**src/rdsf_pkg.sv**
```systemverilog
// rdsf_pkg: constants for the receive descriptor status flag builder
// assumes a single 40 MHz system clock domain
package rdsf_pkg;

  // ----------------------------------------
  // status word bit positions
  // ----------------------------------------
  localparam int BIT_ERR_SUM = 15;
  localparam int BIT_DE      = 14;
  localparam int BIT_RUNT    = 11;
  localparam int BIT_MCAST   = 10;
  localparam int BIT_FIRST   = 9;
  localparam int BIT_LAST    = 8;
  localparam int BIT_LONG    = 7;
  localparam int BIT_CS      = 6;
  localparam int BIT_FTYPE   = 5;
  localparam int BIT_CE      = 1;

  // ----------------------------------------
  // frame size limits (bytes)
  // ----------------------------------------
  localparam logic [15:0] COLL_WINDOW_BYTES = 16'h0040;  // 64
  localparam logic [15:0] MAX_LEN_PLAIN     = 16'h05ee;  // 1518
  localparam logic [15:0] MAX_LEN_VLAN      = 16'h05f2;  // 1522
  localparam logic [15:0] ETHERTYPE_MIN     = 16'h0600;  // 1536
  localparam logic [15:0] LEN_TYPE_END      = 16'h000e;  // 14

  // ----------------------------------------
  // register map (AHB-Lite byte addresses)
  // ----------------------------------------
  localparam logic [7:0] ADDR_CTRL   = 8'h00;
  localparam logic [7:0] ADDR_STATUS = 8'h04;
  localparam logic [7:0] ADDR_IRQ    = 8'h08;
  localparam logic [7:0] ADDR_MASK   = 8'h0c;
  localparam logic [7:0] ADDR_LAST   = 8'h10;

  localparam int CTRL_PASS_BAD = 0;
  localparam int CTRL_VLAN     = 1;

  // interrupt status bits
  localparam int IRQ_DONE = 0;
  localparam int IRQ_RUNT = 1;
  localparam int IRQ_DROP = 2;
  localparam int IRQ_ERR  = 3;
  localparam int IRQ_W    = 4;

  localparam logic [31:0] RESET_WORD = 32'h0000_0000;

endpackage : rdsf_pkg

```
**src/rdsf_status_flags.sv**
```systemverilog
// rdsf_status_flags: builds status bits 15, 14, 11..5 and 1 of the receive
// descriptor status word per descriptor, with an AHB-Lite register slave.
// assumes the MAC receive path reports frame events synchronous to clk_in
// and that the descriptor write-back engine consumes desc_wr_out.
//
// The address map and the AHB-Lite interface to the registers were decided locally.
`timescale 1ns/1ps
module rdsf_status_flags #(
  parameter int LEN_W = 16
) (
  input  wire logic             clk_in,
  input  wire logic             resetn_in,
  // AHB-Lite slave
  input  wire logic             hsel_in,
  input  wire logic [31:0]      haddr_in,
  input  wire logic [1:0]       htrans_in,
  input  wire logic             hwrite_in,
  input  wire logic [2:0]       hsize_in,
  input  wire logic [31:0]      hwdata_in,
  input  wire logic             hready_in,
  output logic [31:0]           hrdata_out,
  output logic                  hreadyout_out,
  output logic                  hresp_out,
  // receive path events
  input  wire logic             frame_start_in,
  input  wire logic             rx_byte_in,
  input  wire logic             dest_mcast_in,
  input  wire logic [15:0]      len_type_in,
  input  wire logic             len_type_vld_in,
  input  wire logic             late_coll_in,
  input  wire logic             crc_err_in,
  input  wire logic             frame_end_in,
  // descriptor buffer sizing from descriptor fetch
  input  wire logic             desc_load_in,
  input  wire logic [10:0]      buf1_size_in,
  input  wire logic [10:0]      buf2_size_in,
  input  wire logic             desc_full_in,
  input  wire logic             desc_trunc_in,
  // descriptor write-back
  output logic                  desc_wr_out,
  output logic [31:0]           desc_status_out,
  output logic                  desc_own_release_out,
  output logic                  frame_drop_out,
  output logic                  irq_out
);
  import rdsf_pkg::*;

  // ----------------------------------------
  // frame tracking
  // ----------------------------------------
  typedef enum logic [1:0] {S_IDLE, S_RECV, S_WRITE, S_RELEASE} rdsf_state_t;
  rdsf_state_t state_r;

  logic [LEN_W-1:0] len_r;
  logic             pass_bad_r;
  logic             vlan_en_r;
  logic             mcast_r;
  logic             coll_r;
  logic             crc_r;
  logic             ftype_r;
  logic             first_pending_r;
  logic             de_r;
  logic [31:0]      word_r;
  logic [31:0]      last_word_r;
  logic             buf_has_room;

  // a descriptor whose two buffers are both empty cannot hold frame data
  assign buf_has_room = (buf1_size_in != 11'h000) || (buf2_size_in != 11'h000);

  logic [LEN_W-1:0] max_len;
  assign max_len = vlan_en_r ? LEN_W'(MAX_LEN_VLAN) : LEN_W'(MAX_LEN_PLAIN);

  logic runt, too_long;
  assign runt     = (len_r < LEN_W'(COLL_WINDOW_BYTES));
  assign too_long = (len_r > max_len);

  // assemble one descriptor's status; last = frame ends in this descriptor
  function automatic logic [31:0] build_word(input logic last, input logic first);
    logic [31:0] w;
    w          = RESET_WORD;
    w[BIT_FIRST] = first;
    w[BIT_LAST]  = last;
    w[BIT_MCAST] = mcast_r;
    w[BIT_CS]    = coll_r;
    w[BIT_FTYPE] = ftype_r;
    w[BIT_CE]    = last & crc_r;
    w[BIT_RUNT]  = last & runt;
    w[BIT_LONG]  = last & too_long;
    w[BIT_DE]    = last & de_r;
    w[BIT_ERR_SUM] = w[BIT_CE] | w[BIT_CS] | w[BIT_LONG] | w[BIT_RUNT] | w[BIT_DE];
    return w;
  endfunction : build_word

  always_ff @(posedge clk_in or negedge resetn_in) begin
    if (!resetn_in) begin
      state_r <= S_IDLE;
    end else begin
      unique case (state_r)
        S_IDLE:    if (frame_start_in) state_r <= S_RECV;
        S_RECV:    if (frame_end_in || desc_trunc_in) state_r <= S_WRITE;
        S_WRITE:   state_r <= S_RELEASE;
        S_RELEASE: state_r <= S_IDLE;
      endcase
    end
  end

  // length counts every byte and holds at all ones; nothing here cuts a long frame short
  always_ff @(posedge clk_in or negedge resetn_in) begin
    if (!resetn_in) begin
      len_r <= '0;
    end else if (state_r == S_IDLE && frame_start_in) begin
      len_r <= '0;
    end else if (state_r == S_RECV && rx_byte_in && len_r != '1) begin
      len_r <= len_r + LEN_W'(1);
    end
  end

  always_ff @(posedge clk_in or negedge resetn_in) begin
    if (!resetn_in) begin
      mcast_r <= 1'b0;
      coll_r  <= 1'b0;
      crc_r   <= 1'b0;
      ftype_r <= 1'b0;
      de_r    <= 1'b0;
    end else if (state_r == S_IDLE && frame_start_in) begin
      mcast_r <= dest_mcast_in;
      coll_r  <= 1'b0;
      crc_r   <= 1'b0;
      ftype_r <= 1'b0;
      de_r    <= 1'b0;
    end else if (state_r == S_RECV) begin
      if (late_coll_in && len_r >= LEN_W'(COLL_WINDOW_BYTES)) coll_r <= 1'b1;
      if (crc_err_in) crc_r <= 1'b1;
      if (desc_trunc_in) de_r <= 1'b1;
      // the flag updates only on len_type_vld_in; the byte count is not checked against 14 here
      if (len_type_vld_in) ftype_r <= (len_type_in >= ETHERTYPE_MIN);
    end
  end

  // first flag goes to the first descriptor that really holds data
  always_ff @(posedge clk_in or negedge resetn_in) begin
    if (!resetn_in) begin
      first_pending_r <= 1'b0;
    end else if (state_r == S_IDLE && frame_start_in) begin
      first_pending_r <= 1'b1;
    end else if (desc_wr_out && desc_status_out[BIT_FIRST]) begin
      first_pending_r <= 1'b0;
    end
  end

  // ----------------------------------------
  // descriptor write-back
  // ----------------------------------------
  logic drop_now;
  assign drop_now = runt && !pass_bad_r;

  always_ff @(posedge clk_in or negedge resetn_in) begin
    if (!resetn_in) begin
      desc_wr_out          <= 1'b0;
      desc_status_out      <= RESET_WORD;
      desc_own_release_out <= 1'b0;
      frame_drop_out       <= 1'b0;
      last_word_r          <= RESET_WORD;
    end else begin
      desc_wr_out          <= 1'b0;
      desc_own_release_out <= 1'b0;
      frame_drop_out       <= 1'b0;
      if (state_r == S_RECV && desc_full_in && !frame_end_in && desc_load_in) begin
        // intermediate descriptor: status written before ownership goes back
        desc_wr_out     <= buf_has_room;
        desc_status_out <= build_word(1'b0, first_pending_r && buf_has_room);
      end else if (state_r == S_WRITE) begin
        if (drop_now) begin
          frame_drop_out <= 1'b1;
        end else begin
          desc_wr_out     <= 1'b1;
          desc_status_out <= build_word(1'b1, first_pending_r);
          last_word_r     <= build_word(1'b1, first_pending_r);
        end
      end else if (state_r == S_RELEASE) begin
        desc_own_release_out <= !frame_drop_out;
      end
    end
  end

  // ----------------------------------------
  // interrupts
  // ----------------------------------------
  logic [IRQ_W-1:0] irq_stat_r;
  logic [IRQ_W-1:0] irq_mask_r;
  logic [IRQ_W-1:0] irq_set;
  logic [IRQ_W-1:0] irq_clr;

  always_comb begin
    irq_set           = '0;
    irq_set[IRQ_DONE] = desc_own_release_out;
    irq_set[IRQ_RUNT] = desc_wr_out && desc_status_out[BIT_RUNT];
    irq_set[IRQ_DROP] = frame_drop_out;
    irq_set[IRQ_ERR]  = desc_wr_out && desc_status_out[BIT_ERR_SUM];
  end

  // set wins over a simultaneous write-one-to-clear
  always_ff @(posedge clk_in or negedge resetn_in) begin
    if (!resetn_in) begin
      irq_stat_r <= '0;
    end else begin
      irq_stat_r <= (irq_stat_r & ~irq_clr) | irq_set;
    end
  end

  always_ff @(posedge clk_in or negedge resetn_in) begin
    if (!resetn_in) begin
      irq_out <= 1'b0;
    end else begin
      irq_out <= |(((irq_stat_r & ~irq_clr) | irq_set) & irq_mask_r);
    end
  end

  // ----------------------------------------
  // AHB-Lite slave, zero wait states
  // ----------------------------------------
  logic       dp_wr_r;
  logic       dp_rd_r;
  logic [7:0] dp_addr_r;
  logic       ap_take;

  assign ap_take = hsel_in && hready_in && htrans_in[1];

  always_ff @(posedge clk_in or negedge resetn_in) begin
    if (!resetn_in) begin
      dp_wr_r   <= 1'b0;
      dp_rd_r   <= 1'b0;
      dp_addr_r <= 8'h00;
    end else if (hready_in) begin
      dp_wr_r   <= ap_take && hwrite_in;
      dp_rd_r   <= ap_take && !hwrite_in;
      dp_addr_r <= haddr_in[7:0];
    end
  end

  assign irq_clr = (dp_wr_r && dp_addr_r == ADDR_IRQ) ? hwdata_in[IRQ_W-1:0] : '0;

  // flags are never software settable; irq flags clear by write-one at ADDR_IRQ, control and mask take written values
  always_ff @(posedge clk_in or negedge resetn_in) begin
    if (!resetn_in) begin
      pass_bad_r <= 1'b0;
      vlan_en_r  <= 1'b0;
      irq_mask_r <= '0;
    end else if (dp_wr_r) begin
      if (dp_addr_r == ADDR_CTRL) begin
        pass_bad_r <= hwdata_in[CTRL_PASS_BAD];
        vlan_en_r  <= hwdata_in[CTRL_VLAN];
      end
      if (dp_addr_r == ADDR_MASK) irq_mask_r <= hwdata_in[IRQ_W-1:0];
    end
  end

  always_comb begin
    word_r = 32'h0000_0000;
    unique case (haddr_in[7:0])
      ADDR_CTRL:   word_r = {30'h0, vlan_en_r, pass_bad_r};
      ADDR_STATUS: word_r = {28'h0, ftype_r, mcast_r, 1'b0, state_r != S_IDLE};
      ADDR_IRQ:    word_r = {{(32-IRQ_W){1'b0}}, irq_stat_r};
      ADDR_MASK:   word_r = {{(32-IRQ_W){1'b0}}, irq_mask_r};
      ADDR_LAST:   word_r = last_word_r;
      default:     word_r = 32'h0000_0000;
    endcase
  end

  always_ff @(posedge clk_in or negedge resetn_in) begin
    if (!resetn_in) begin
      hrdata_out <= 32'h0000_0000;
    end else if (ap_take && !hwrite_in) begin
      hrdata_out <= word_r;
    end
  end

  always_ff @(posedge clk_in or negedge resetn_in) begin
    if (!resetn_in) begin
      hreadyout_out <= 1'b0;
      hresp_out     <= 1'b0;
    end else begin
      hreadyout_out <= 1'b1;
      hresp_out     <= 1'b0;
    end
  end

endmodule : rdsf_status_flags

```
**config.mk**
```make
export PLATFORM = sky130hd
export DESIGN_NAME = rdsf_status_flags
export DESIGN_NICKNAME = d
export VERILOG_FILES = /design/src/rdsf_pkg.sv /design/src/rdsf_status_flags.sv
export SDC_FILE = /design/constraint.sdc
export NUM_CORES = 1
export LEC_CHECK = 0
export BUFFER_PORTS_ARGS = -buffer_cell sky130_fd_sc_hd__buf_2
export CORE_MARGIN = 1.5
export CORE_UTILIZATION = 47
export DETAILED_ROUTE_END_ITERATION = 12
export PLACE_DENSITY = 0.89
export SLEW_MARGIN = 20
export SYNTH_ARGS = -nofsm -noshare
export SYNTH_HDL_FRONTEND = slang
export SYNTH_SLANG_ARGS = --single-unit
export TNS_END_PERCENT = 1
```
**constraint.sdc**
```tcl
create_clock -name clk_in -period 2.3 [get_ports clk_in]
set_clock_uncertainty 0.05 [all_clocks]
set_input_delay 0.23 -clock clk_in [delete_from_list [all_inputs] [get_ports clk_in]]
set_output_delay 0.23 -clock clk_in [all_outputs]
set_load 0.02 [all_outputs]
```
Word level (Yosys, flattened, before mapping)
Cells that the tools add are included.
W data, S select, Z words.
- register bits after elaboration: 122
- output and inout bits: 70
- input bits: 122
- bitwise gates (word level): 10
- order comparisons: 4
- add/sub/neg operators: 1
- eq/ne operators: 13
- mux-type cells: 34
- reductions and logical operators: 47
- operators by type and width (kind ; number):
    $mux W32 ; 3
    $pmux W16 S5 ; 1
    $eq A8 B4 Y1 const B ; 4
    $mux W16 ; 2
    $mux W1 ; 23
    $reduce_bool A11 Y1 ; 2
    $reduce_bool A2 Y1 ; 9
    $logic_and A1 B1 Y1 ; 17
    $add A16 B1 Y16 const B ; 1
    $ge A16 B11 Y1 const B ; 1
    $ge A16 B7 Y1 const B ; 1
    $gt A16 B11 Y1 ; 1
    $logic_not A8 Y1 ; 2
    $lt A16 B7 Y1 const B ; 1
    $ne A16 B16 Y1 const B ; 1
    $reduce_and A2 Y1 ; 8
    $and A4 B4 Y4 ; 2
    $eq A8 B3 Y1 const B ; 1
    $eq A8 B5 Y1 const B ; 1
    $pmux W2 S4 ; 1
    $mux W5 ; 1
    $eq A2 B2 Y1 const B ; 2
    $logic_not A1 Y1 ; 4
    $mux W2 ; 2
    other kinds (12) ; 18

Depth between registers and ports, before layout
- depth in word-level cells: 8
- mapped depth: 8
- mapped depth without buffers: 7

Least setup slack after synthesis
OpenSTA, ideal clock, no wires.
- path kind: register -> register
- start point: register state_r[1]
- end point: register last_word_r[14]
- stages on the path, launching flop included: 8
- setup slack: 0.376 ns
- arrival: 1.750 ns
- setup time: 0.125 ns
- required time: 2.125 ns
- buffers on the path: 1
- cells stage by stage: dfrtp_1 -> inv_1 -> ha_1 -> nand4b_1 -> nand2_1 -> o21bai_2 -> buf_2 -> mux2_2
- cells in the longest elaborated chain, start to end: 6
- elaborated cells on any way between the ends: 7
- classes of those cells: 2 x eq/ne; 1 x bitwise; 4 x reduce/logical
- ends and longest elaborated chain (what ; line ; RTL):
    start: declaration ; rdsf_status_flags.sv:52 ; rdsf_state_t state_r;
    start signal: assignment ; rdsf_status_flags.sv:96 ; state_r <= S_IDLE;
    start signal: assignment ; rdsf_status_flags.sv:99 ; S_IDLE: if (frame_start_in) state_r <= S_RECV;
    start signal: assignment ; rdsf_status_flags.sv:100 ; S_RECV: if (frame_end_in || desc_trunc_in) state_r <= S_WRITE;
    $eq A2 B1 Y1 ; rdsf_status_flags.sv:168 ; if (state_r == S_RECV && desc_full_in && !frame_end_in && desc_load_in) begin
    $logic_and A1 B1 Y1 (3 in a row) ; rdsf_status_flags.sv:168 ;
    $not A1 Y1 (no line) ; - ;
    $reduce_and A3 Y1 (no line) (*) ; - ;
    end signal: assignment ; rdsf_status_flags.sv:178 ; last_word_r <= build_word(1'b1, first_pending_r);
    end: declaration ; rdsf_status_flags.sv:64 ; logic [31:0] last_word_r;
Every way passes the cells marked *; elsewhere a longest branch is shown, timed or not.
A chain may end at the register's enable or synchronous reset.

Worst setup path in the final report
- start point: register len_r[14]
- end point: register last_word_r[1]
- cells in the longest elaborated chain, start to end: 4
- ends and longest elaborated chain (what ; line ; RTL):
    start: declaration ; rdsf_status_flags.sv:54 ; logic [LEN_W-1:0] len_r;
    start signal: assignment ; rdsf_status_flags.sv:114 ; len_r <= len_r + LEN_W'(1);
    $lt A16 B7 Y1 ; rdsf_status_flags.sv:74 ; assign runt = (len_r < LEN_W'(COLL_WINDOW_BYTES));
    $logic_and A1 B1 Y1 ; rdsf_status_flags.sv:155 ; assign drop_now = runt && !pass_bad_r;
    $not A1 Y1 (no line) ; - ;
    $reduce_and A3 Y1 (no line) ; - ;
Every way passes these cells.

==> results.md <==
* Status: completed
* Top cell type by total area after synthesis: dfrtp_1
* Die area at 0.00942 mm2
* Leak at 2.34 nW
* Highest Signal Layer: met4
* CTS Root Buffer Type: clkbuf_8
* TNS Setup at 0 ns
* Total CTS buffers at 9
* CP top delay family: simple AND/OR/NAND/NOR gates
* Synth cell count leaders: 81 x dfrtp_1, 43 x buf_4, 33 x nor2_1
* Initial antenna violation count at 0
* Clock buffer depth at 2
* Horiz. Die Dim at 97.0 um
* Most frequent cell after synthesis: dfrtp_1
* Final RePlAce weighted congestion at 0.920
* Initial Util at 48.1%
* M1 wire length at 3.67 mm
* I/O Buffers at 84
* Max H-tree Level at 3
* Total gr overflow at 0
* Post-synth ARST share at 100%
* Fmax at 468 MHz
* Max-cap violation count at 0
* Post-layout util at 55.7%
* Slew margin rel. at 63.3%
* First-pass DRT Iterations at 4
* Cells after Synth at 394
* Synth-to-Final Area Change at 15.7%
* Most common flop cell mapped by yosys: dfrtp_1
* CP arrival at 2.34 ns
* Crit path time final at 2.14 ns
* Residual DRC count at 0
* Largest cells by area after synthesis: dfrtp_1 49%, buf_4 7.8%, mux2_2 6.5%
* EDFF count, synth at 0
* Nets at 620
* GR Util All Layers at 19.1%
* Critical-path top delay cell: dfrtp_1
* RSZ-0062 raised after global routing: no
* Via/cell ratio at 5.31
* Vias at 3191
* Yosys warns at 0
* Worst setup margin at 0.163 ns
* Vias in the first global route at 2986
* Seq/Total Area, Yosys at 48.8%
* Yosys top cell area share at 48.8%
* Share of layout cells above drive strength 1 at 28.6%
* Final Hold Violating Endpoints at 0
* HP Class: in -> reg
* Critical path buffer and inverter count at 1
* Synthesis-stage register bit count at 81
* Met3 wire len at 598 um
* Largest net degree at the start of global routing at 82
* Final Max Slew Viols at 0
* VDD IR max at 0.557 mV
* Top Ports at 192
* Avg WL per Cell at 14.9 um
* Synthesized area at 0.00416 mm2
* Clk Latency, worst-skew pair at 0.36 ns
* Final Setup Violations at 0
* Routed wire length at 8.97 mm
* Startpoint class of the critical path: flip-flop
* Worst-path clk slew at 0.09 ns
* CP endpoint kind: flip-flop
* Ant diodes at 0
* Fin crit share at 92.9%
* PwrDens at 887 mW/mm2
* Clk sinks at 81
* CTS tree: done
* Final HPWL DP at 6.77 mm
* Met2 routed WL at 4.54 mm
* CP Cell Sequence: nor3_1 -> nand4_1 -> buf_4 -> o21bai_2 -> mux2_2
* Row count at 34
* Setup Slack @ Placement at 0.163 ns
* Hold WS at 0.0199 ns
* Max incr delay on CP at 0.45 ns
* Core Box Area at 0.00864 mm2
* Syn avg cell area at 10.5 um2
* Post-synth cell types at 52
* Required @ worst endpoint at 2.50 ns
* Die Span Y at 97.0 um
* Measured slew at the worst slew-check pin at 0.548 ns
* Post-route ant nets at 0
* Crit-path max FO at 10
* First-pass GRT wire length at 14.4 mm
* Crit Path Class: reg -> reg
* Starting DRT DRC Count at 132
[logic make-up (layout without fill, tap and decap cells)]
group,Yosys count,in the layout,synth area share [%]
compound gates,74,74,12.0
xor+xnor,11,11,2.32
fa+ha+maj,10,10,3.01
buf+inv,63,121,10.3
flops,81,81,48.8
mux,27,27,7.53
other cells,2,43,0.181
simple gates,126,126,15.9
[per-layer routing]
metal | up-vias | GRT usage [%]
met5 | - | 0
met4 | 0 | 6.58
met3 | 14 | 5.56
met2 | 113 | 31.1
met1 | 1542 | 24.4
li1 | 1522 | -
[layout make-up]
cell class / count / area (um2)
fill: 743 / 3830
sequential: 81 / 2030
multi-input combinational: 291 / 1860
timing repair buffer: 95 / 520
tap: 108 / 135
clock buffer: 9 / 124
clock inverter: 7 / 106
inverter: 10 / 37.5
[flip-flops by register name (all words and copies together), names as in the netlist, 2 cells and up]
register / flops
last_word_r: 10
irq_stat_r: 4
desc_status_out: 10
dp_addr_r: 8
irq_mask_r: 4
hrdata_out: 13
state_r: 2
len_r: 16
[placed cells by master (no fill, tap or decap), types with 3 or more instances in the layout]
master    count
buf_2        83
dfrtp_1      81
conb_1       43
nor2_1       33
nand2_1      27
mux2_2       24
o21ai_0      18
nor3_1       16
nand4_1      12
a21oi_1      12
a22o_1       11
inv_1        10
ha_1         10
buf_4        10
clkbuf_8      9
a21o_1        8
nor4_1        8
xnor2_1       8
nand3_1       7
nor2b_1       5
a31oi_1       4
and4_1        3
a22oi_1       3
xor2_1        3
inv_6         3
[through the flow]
step	cells	instance area (um2)	total power, mW
6_report	601	4810	4.26
3_3_place_gp	584	4570	3.01
2_1_floorplan	435	4310	2.72
5_1_grt	601	4810	4.49
3_5_place_dp	584	4570	3.09
4_1_cts	601	4810	4.28
[power by group]
group	internal [mW]	total (mW)	switching (mW)
Clock	0.632	1.19	0.562
Sequential	1.72	1.99	0.278
Combinational	0.451	1.07	0.623
[path summary, 6_finish.rpt]
check	slack, ns	start	depth (start not counted)	to
worst max-delay path	0.16	len_r[14]	5	last_word_r[1]
worst min-delay path	0.02	len_type_vld_in	2	ftype_r
worst max register to register	0.16	len_r[14]	5	last_word_r[1]
worst min register to register	0.44	first_pending_r	1	first_pending_r
max in group asynchronous	1.48	resetn_in	3	de_r
min in group asynchronous	0.37	resetn_in	3	dp_addr_r[1]
[what timing repair did]
action,in CTS,in global routing
setup buffers,0,0
endpoints found under the setup margin,0,2
hold buffers,1,0
resized for setup,0,1
hold endpoints to repair,81,0
No activity file was read; power rests on OpenSTA's default activity.
